`config.mk`:
```
export PLATFORM = sky130hd
export DESIGN_NAME = cfbr_router
export DESIGN_NICKNAME = d
export VERILOG_FILES = /design/src/rtl/cfbr_pkg.sv /design/src/rtl/cfbr_router.sv
export VERILOG_INCLUDE_DIRS = /design/src /design/src/rtl
export SDC_FILE = /design/constraint.sdc
export NUM_CORES = 1
export LEC_CHECK = 0
export BUFFER_PORTS_ARGS = -buffer_cell sky130_fd_sc_hd__buf_2
export CAP_MARGIN = 30
export CORE_ASPECT_RATIO = 1.2
export CORE_MARGIN = 1
export CORE_UTILIZATION = 45
export CTS_BUF_LIST = sky130_fd_sc_hd__clkbuf_16
export CTS_CLUSTER_DIAMETER = 100
export DETAILED_ROUTE_END_ITERATION = 6
export GPL_TIMING_DRIVEN = 0
export MAX_ROUTING_LAYER = met4
export PLACE_DENSITY_LB_ADDON = 0.3
export SETUP_SLACK_MARGIN = 0.05
export SLEW_MARGIN = 25
export SYNTH_ARGS = -nofsm -noshare
export SYNTH_HDL_FRONTEND = slang
export SYNTH_SLANG_ARGS = --single-unit
```
`constraint.sdc`:
```
create_clock -name CLK -period 4.7 [get_ports CLK]
set_input_delay 0.235 -clock CLK [delete_from_list [all_inputs] [get_ports CLK]]
set_output_delay 0.235 -clock CLK [all_outputs]
set_load 0.1 [all_outputs]
```
`src/rtl/cfbr_map.svh`:
```
// Purpose: offsets, field positions and reset values of the filter routing block
// Assumes: plain register port, 16-bit registers, word index addressing
// Notes:   definitions only
`ifndef CFBR_MAP_SVH
`define CFBR_MAP_SVH
`define CFBR_ADDR_W         4
`define CFBR_OFS_PTR_4_7    4'h0
`define CFBR_OFS_PTR_8_11   4'h1
`define CFBR_OFS_STATUS     4'h2
`define CFBR_OFS_ID         4'h3
`define CFBR_PTR_RESET      16'h0000
`define CFBR_FIFO_CODE      4'hF
`define CFBR_FIELD_W        4
`define CFBR_FIRST_FILTER   4'h4
`define CFBR_LAST_FILTER    4'hB
`define CFBR_ID_VALUE       16'h5A01
`endif

```
`src/rtl/cfbr_pkg.sv`:
```
// Purpose: types of the filter routing block
// Assumes: cfbr_map.svh holds the numbers
// Notes:   none
package cfbr_pkg;
    typedef struct packed {
        logic [3:0]  filter;
        logic [31:0] payload;
    } cfbr_hit_t;
    typedef struct packed {
        logic        to_fifo;
        logic [3:0]  buffer;
        logic [3:0]  filter;
        logic [31:0] payload;
    } cfbr_route_t;
endpackage : cfbr_pkg

```
`src/rtl/cfbr_router.sv`:
```
// Purpose: steer accepted CAN messages of filters 4..11 to a buffer or the FIFO
// Assumes: hit stream and destination stream run on CLK, registers over a plain port
// Notes on behaviour
// - pointer code all ones sends the filter's messages to the receive FIFO
// - codes zero to fourteen select the receive buffer of that index
// - filter 11 destination taken from bits 15..12 of the 8-11 register
// - filter 10 destination taken from bits 11..8 of the 8-11 register
// - filter 9 destination taken from bits 7..4 of the 8-11 register
// - filter 8 destination taken from bits 3..0 of the 8-11 register
// - filter 5 destination taken from bits 7..4 of the 4-7 register
// - filter 4 destination taken from bits 3..0 of the 4-7 register
`timescale 1ns/100ps
`include "cfbr_map.svh"
module cfbr_router #(
    parameter int PAYLOAD_W = 32
) (
    // clock and reset
    input  wire logic                    CLK,
    input  wire logic                    RST_N,
    // register port
    input  wire logic [`CFBR_ADDR_W-1:0] REG_ADDR,
    input  wire logic [15:0]             REG_WDATA,
    input  wire logic                    REG_WR,
    input  wire logic                    REG_RD,
    output logic      [15:0]             REG_RDATA,
    // accepted messages from the filter match logic
    input  wire cfbr_pkg::cfbr_hit_t     HIT,
    input  wire logic                    HIT_VALID,
    output logic                         HIT_READY,
    // routed messages to receive storage
    output cfbr_pkg::cfbr_route_t        ROUTE,
    output logic                         ROUTE_VALID,
    input  wire logic                    ROUTE_READY
);
    logic [15:0]           filter4_7_buffer_pointer;
    logic [15:0]           filter8_11_buffer_pointer;
    logic [3:0]            filter_four_destination;
    logic [3:0]            filter_five_destination;
    logic [3:0]            filter_six_destination;
    logic [3:0]            filter_seven_destination;
    logic [3:0]            filter_eight_destination;
    logic [3:0]            filter_nine_destination;
    logic [3:0]            filter_ten_destination;
    logic [3:0]            filter_eleven_destination;
    logic [3:0]            code;
    logic                  in_range;
    logic [7:0]            dropped;
    cfbr_pkg::cfbr_route_t next_route;
    cfbr_pkg::cfbr_route_t buf_q [2];
    logic                  wr_ptr;
    logic                  rd_ptr;
    logic [1:0]            count;
    logic                  push;
    logic                  pop;

    // field slicing
    assign filter_four_destination   = filter4_7_buffer_pointer[3:0];
    assign filter_five_destination   = filter4_7_buffer_pointer[7:4];
    assign filter_six_destination    = filter4_7_buffer_pointer[11:8];
    assign filter_seven_destination  = filter4_7_buffer_pointer[15:12];
    assign filter_eight_destination  = filter8_11_buffer_pointer[3:0];
    assign filter_nine_destination   = filter8_11_buffer_pointer[7:4];
    assign filter_ten_destination    = filter8_11_buffer_pointer[11:8];
    assign filter_eleven_destination = filter8_11_buffer_pointer[15:12];

    // register writes
    always_ff @(posedge CLK) begin
        if (!RST_N) begin
            filter4_7_buffer_pointer  <= `CFBR_PTR_RESET;
            filter8_11_buffer_pointer <= `CFBR_PTR_RESET;
        end else if (REG_WR) begin
            if (REG_ADDR == `CFBR_OFS_PTR_4_7) begin
                filter4_7_buffer_pointer <= REG_WDATA;
            end else if (REG_ADDR == `CFBR_OFS_PTR_8_11) begin
                filter8_11_buffer_pointer <= REG_WDATA;
            end
        end
    end

    // register reads, data one cycle after the strobe; unmapped reads zero
    always_ff @(posedge CLK) begin
        if (!RST_N) begin
            REG_RDATA <= 16'h0000;
        end else if (REG_RD) begin
            if (REG_ADDR == `CFBR_OFS_PTR_4_7) begin
                REG_RDATA <= filter4_7_buffer_pointer;
            end else if (REG_ADDR == `CFBR_OFS_PTR_8_11) begin
                REG_RDATA <= filter8_11_buffer_pointer;
            end else if (REG_ADDR == `CFBR_OFS_STATUS) begin
                REG_RDATA <= {6'h00, count, dropped};
            end else if (REG_ADDR == `CFBR_OFS_ID) begin
                REG_RDATA <= `CFBR_ID_VALUE;   // arbitrary value
            end else begin
                REG_RDATA <= 16'h0000;
            end
        end else begin
            REG_RDATA <= 16'h0000;
        end
    end

    // destination lookup; filters outside 4..11 are not ours and are dropped
    always_comb begin
        code     = 4'h0;
        in_range = 1'b1;
        case (HIT.filter)
            4'h4:    code = filter_four_destination;
            4'h5:    code = filter_five_destination;
            4'h6:    code = filter_six_destination;
            4'h7:    code = filter_seven_destination;
            4'h8:    code = filter_eight_destination;
            4'h9:    code = filter_nine_destination;
            4'hA:    code = filter_ten_destination;
            4'hB:    code = filter_eleven_destination;
            default: in_range = 1'b0;
        endcase
        next_route.to_fifo = (code == `CFBR_FIFO_CODE);
        next_route.buffer  = next_route.to_fifo ? 4'h0 : code;
        next_route.filter  = HIT.filter;
        next_route.payload = HIT.payload;
    end

    // two-entry buffer; a receiver stall backs up to the filter logic
    assign HIT_READY   = (count != 2'h2);
    assign push        = HIT_VALID && HIT_READY && in_range;
    assign pop         = ROUTE_VALID && ROUTE_READY;
    assign ROUTE_VALID = (count != 2'h0);
    assign ROUTE       = buf_q[rd_ptr];

    always_ff @(posedge CLK) begin
        if (!RST_N) begin
            buf_q[0] <= '0;
            buf_q[1] <= '0;
        end else if (push) begin
            buf_q[wr_ptr] <= next_route;
        end
    end

    always_ff @(posedge CLK) begin
        if (!RST_N) begin
            wr_ptr <= 1'b0;
            rd_ptr <= 1'b0;
            count  <= 2'h0;
        end else begin
            if (push) begin
                wr_ptr <= ~wr_ptr;
            end
            if (pop) begin
                rd_ptr <= ~rd_ptr;
            end
            count <= count + {1'b0, push} - {1'b0, pop};
        end
    end

    // count of hits naming a filter outside 4..11, saturating
    always_ff @(posedge CLK) begin
        if (!RST_N) begin
            dropped <= 8'h00;
        end else if (HIT_VALID && HIT_READY && !in_range && dropped != 8'hFF) begin
            dropped <= dropped + 8'h01;
        end
    end
endmodule : cfbr_router

```
; ---- Word level (Yosys, flattened, before mapping)
; Memories as Yosys holds them, arrays and structs flattened. A register that Yosys moved wholly into a read port is not among the register bits.
; Cells that the tools add are included.
[classes]
mux = 16
reduce_logical = 13
add_sub_neg = 3
bitwise_logic = 3
eq_ne = 14
[op_table]
columns = op, n
row1 = two-way mux 41 bit, 1
row2 = OR reduction 41 bit, 1
row3 = two-way mux 16 bit, 2
row4 = case mux 4 bit (8 select lines), 1
row5 = two-way mux 15 bit, 2
row6 = "== test 4 bit, second input constant", 5
row7 = "== test 4 x 3 -> 1 bit, second input constant", 4
row8 = two-way mux 1 bit, 9
row9 = "adder 8 x 1 -> 8 bit, second input constant", 1
row10 = "== test 4 x 2 -> 1 bit, second input constant", 2
row11 = "!= test 8 bit, second input constant", 1
row12 = OR reduction 8 bit, 1
row13 = logical AND 1 bit, 5
row14 = "== test 4 x 1 -> 1 bit, second input constant", 1
row15 = logical NOT 4 bit, 1
row16 = two-way mux 4 bit, 1
row17 = AND reduction 2 bit, 2
row18 = NOT 1 bit, 3
row19 = AND reduction 3 bit, 1
row20 = adder 2 x 1 -> 2 bit, 1
row21 = "!= test 2 bit, second input constant", 1
row22 = nonzero test 2 bit, 1
row23 = subtractor 2 x 1 -> 2 bit, 1
row24 = logical NOT 1 bit, 1
[totals]
regBits = 60
inputBits = 62
mem_bits_rw = 82
mem_count = 1
[mem_list]
columns = memory, words, width, rd, rd_ports_with_merged_regs, write_ports, line
row1 = buf_q, 2, 41, 1, 1, 2, cfbr_router.sv:49  ; cfbr_pkg::cfbr_route_t buf_q [2];

; ---- Longest topological paths before layout
[depth]
ltp_word = 9
depth_mapped = 9

; ---- Worst setup path before layout
; OpenSTA, ideal clock, no wires.
[synth_path]
path_kind = reg2reg
start = reg count[1]
end = mem buf_q[0][0] in the netlist's numbering (enable)
n_path_buf = 0
path_slack_ps = -114
path_stages_with_launch = 5
t_arrival_ps = 4317
cell_sequence = dfxtp_1 > nor2b_1 > inv_1 > nand3_2 > o21ai_0
[synth_rtl]
columns = element, line
row1 = from (decl), cfbr_router.sv:52  ; logic [1:0] count;
row2 = from (signal assigned), cfbr_router.sv:150  ; count <= count + {1'b0, push} - {1'b0, pop};
row3 = to (decl), cfbr_router.sv:49

==> results.rst <==
.. list-table::
   :header-rows: 1

   * - Metric
     - Value
   * - Fraction of post-synthesis cell area in the top cell type by area
     - 0.3800
   * - Maximum ir drop on the vdd rail
     - 0.0001927 V
   * - Clock slew at the register clock pins of the worst setup and hold paths
     - 60 ps
   * - Relative area change from synthesis to final layout
     - 22.59%
   * - Global-route wire length before repair
     - 23,860 um
   * - Die footprint
     - 14,890 sq um
   * - Category of the worst setup path launch point
     - flip-flop
   * - Cell area after synthesis
     - 6480 sq um
   * - Leakage component of the power
     - 3.409 nW
   * - Share of async-settable or async-resettable flops after synthesis
     - 0
   * - Worst Setup EP
     - ROUTE[1]
   * - Core Rows
     - 47
   * - WS Path Type
     - reg2out
   * - Setup repair after global routing missed its margin
     - no
   * - Worst r2r dst
     - buf_q[1][3]
   * - Number of nets in the synthesized netlist
     - 628
   * - Most frequently used cell type in the post-synthesis netlist
     - edfxtp_1
   * - Combined flip-flop and latch cell area
     - 3684 sq um
   * - Count of flip-flops with a built-in enable after synthesis
     - 82
   * - Max-cap violations
     - 0
   * - PostCTS Resize Cnt
     - 0
   * - Detailed Routing Iterations Pass 1
     - 7
   * - Via-per-instance ratio
     - 5.427
   * - Shortest clock period the worst path allows after layout
     - 2415 ps
   * - Total count of max-transition violations in the final report
     - 0
   * - Worst min-delay path class
     - in2reg
   * - DR top layer
     - met4
   * - I/O pins
     - 121
   * - Reg2reg setup slack
     - 2510 ps
   * - Violation count after the first detailed-routing iteration
     - 322
   * - Number of instances in the placed design
     - 853
   * - GRT Total Usage
     - 0.2158
   * - Met3 wire len
     - 916 um
   * - Power density relative to cell area
     - 522.3 nW/um^2
   * - Hold-fix buffer count after cts
     - 0
   * - Post-synthesis cell count
     - 563
   * - Clock buffers created by TritonCTS
     - 17
   * - DRT met1 WL
     - 6090 um
   * - CP max FO
     - 10
   * - Floorplan die height
     - 133.5 um
   * - Placement Cell Area
     - 7371 sq um
   * - Pre-CTS setup slack
     - 2212 ps
   * - Number of antenna violations at the first check in global routing
     - 0
   * - Leading post-synthesis cells by cell area
     - edfxtp_1 (38%), dfxtp_1 (19%), mux2_2 (7.1%), mux2i_1 (5.4%), and2_1 (3.7%)
   * - Ratio of cells with drive above 1 in the final layout
     - 0.3207
   * - Maximum level of the CTS H-tree
     - 4
   * - Number of endpoints with negative hold slack in the final report
     - 0
   * - Final routed DRC violation total
     - 12
   * - Root cell of the clock tree
     - clkbuf_16
   * - Number of global-route vias before repair
     - 4,824
   * - Synth warn
     - 0
   * - Share of the clock period used by the worst path
     - 0.5138
   * - Failing checks
     - DRC
   * - Reg2reg start
     - count[1]
   * - Clock tree from TritonCTS
     - done
   * - Setup crit end kind
     - output pin
   * - Highest clock rate
     - 0.4141 GHz
   * - Tightest Pin Transition
     - 611.1 ps
   * - Port Buf Inserts
     - 116
   * - Worst slew margin relative to its limit
     - 0.5926
   * - Width of the die
     - 111.5 um
   * - Cells on worst reg2reg path
     - 6
   * - Flip-flop cell with the highest count after synthesis
     - edfxtp_1
   * - Final TNS setup
     - 0 ps
   * - Clock latency on the worst-skew pair
     - 420 ps
   * - Post-CTS Setup Inserts
     - 0
   * - Vias
     - 4,803
   * - Non-filler instance count after layout
     - 885
   * - Clk_skew
     - 8.088 ps
   * - Count of cell types in the netlist
     - 55
   * - Required time of the worst setup path
     - 4470 ps
   * - Maximum number of pins on one net before global-route repair
     - 23
   * - Clock tree sinks
     - 143
   * - Cell type with the largest total area after synthesis
     - edfxtp_1
   * - Buffer depth of the longest clock path
     - 2
   * - Routed wire per std cell
     - 16.96 um
   * - Cell area after layout
     - 7944 sq um
   * - Result of the run
     - finished with violations
   * - Post-synthesis register bit count
     - 143
   * - Leading cell types by count after synthesis
     - edfxtp_1 (82), dfxtp_1 (61), nand2_1 (42)
   * - Total detailed-routing wirelength
     - 15,010 um
   * - Antenna Violating Nets Remaining
     - 0
   * - Hold_ws
     - 60.82 ps
   * - DPL Wire Length
     - 10,910 um
   * - Final weighted congestion in routability-driven placement
     - 0.9065
   * - Total overflow reported by the global router
     - 0
   * - Final number of setup-violating endpoints
     - 0
   * - Worst Setup Slack, final
     - 2285 ps
   * - Number of antenna repair diodes
     - 0
   * - Count of nets after finishing
     - 766
   * - Starting utilization of the core area
     - 0.4649
   * - Routed length on met2
     - 7727 um
   * - Multi-input logic area
     - 2554 sq um
   * - Placeable core area
     - 13,940 sq um
   * - Filler cells
     - 1,181
   * - Worst EP arrival
     - 2180 ps
   * - Seq/Total Area, Yosys
     - 0.5684
   * - Syn_area_per_cell
     - 11.51 sq um
==> cell usage in the layout (no fill, tap or decap), types with 4 or more instances in the layout <==
| cell type | count |
|---|---|
| a211oi_1 | 4 |
| a21oi_1 | 25 |
| a311oi_1 | 4 |
| and2_1 | 38 |
| and3_1 | 37 |
| buf_2 | 126 |
| buf_6 | 4 |
| clkbuf_1 | 18 |
| clkbuf_16 | 17 |
| clkbuf_2 | 4 |
| dfxtp_1 | 61 |
| edfxtp_1 | 82 |
| inv_1 | 13 |
| inv_6 | 7 |
| mux2_2 | 41 |
| mux2i_1 | 35 |
| nand2_1 | 41 |
| nand3_1 | 6 |
| nand3b_1 | 4 |
| nor2_1 | 38 |
| nor2b_1 | 10 |
| nor3_1 | 5 |
| o21ai_0 | 13 |
| o22ai_1 | 15 |
==> through the flow <==
| step | power, mW | util |
|---|---|---|
| floorplan | 2.625 | - |
| global placement | 2.845 | 0.5220 |
| detailed placement | 2.879 | 0.5289 |
| CTS | 4.175 | 0.5700 |
| global route | 4.290 | 0.5700 |
| finish | 4.149 | 0.5700 |
==> cells by family after synthesis <==
family / Yosys count / share of synthesized area
AO/OA/AOI/OAI: 72 / 0.07067
XOR/XNOR: 6 / 0.009270
adder cells (fa/ha/maj): 3 / 0.005793
buffers and inverters: 53 / 0.03958
flip-flops: 143 / 0.5684
multiplexers: 76 / 0.1253
AND/OR/NAND/NOR: 210 / 0.1809
==> metal layers <==
| metal | track usage | up-vias |
|---|---|---|
| met2 | 0.3764 | 154 |
| li1 | - | 2309 |
| met1 | 0.2415 | 2318 |
| met4 | 0.07808 | 0 |
| met5 | - | - |
| met3 | 0.04959 | 22 |
==> power by group <==
group / internal, mW / switching [mW] / total (mW)
logic: 0.296 / 1.09 / 1.39
registers: 1.42 / 0.0343 / 1.46
clock network: 0.743 / 0.561 / 1.30
==> layout make-up <==
cell class / count / area share
tap: 171 / 0.02693
clock inverter: 15 / 0.01859
multi-input combinational: 367 / 0.3215
clock buffer: 17 / 0.05355
inverter: 14 / 0.006930
sequential: 143 / 0.4637
timing repair buffer: 119 / 0.08348
buffer: 39 / 0.02536
==> critical path, stage by stage, from the launching register on <==
cell and delay, ps:
dfxtp_1 310, clkbuf_1 240, clkbuf_1 510, mux2_2 410, buf_2 290
==> registers in the layout, indices dropped and copies added, names as in the netlist, named ones only <==
signal                     cells
rd_ptr                         1
dropped                        8
wr_ptr                         1
filter8_11_buffer_pointer     16
buf_q                         82
count                          2
filter4_7_buffer_pointer      16
REG_RDATA                     16
==> worst min-delay path by stage <==
stage | slack (ps) | depth (start not counted) | startpoint | endpoint
floorplan | 370 | 2 | REG_WDATA[1] | filter4_7_buffer_pointer[1]
global placement | 460 | 2 | filter4_7_buffer_pointer[15] | filter4_7_buffer_pointer[15]
detailed placement | 460 | 2 | filter4_7_buffer_pointer[15] | filter4_7_buffer_pointer[15]
CTS | 50 | 3 | REG_WDATA[10] | filter4_7_buffer_pointer[10]
global route | 60 | 3 | REG_WDATA[14] | filter4_7_buffer_pointer[14]
finish | 60 | 3 | REG_WDATA[10] | filter4_7_buffer_pointer[10]
Note: power is estimated with default switching activity, not from simulation.
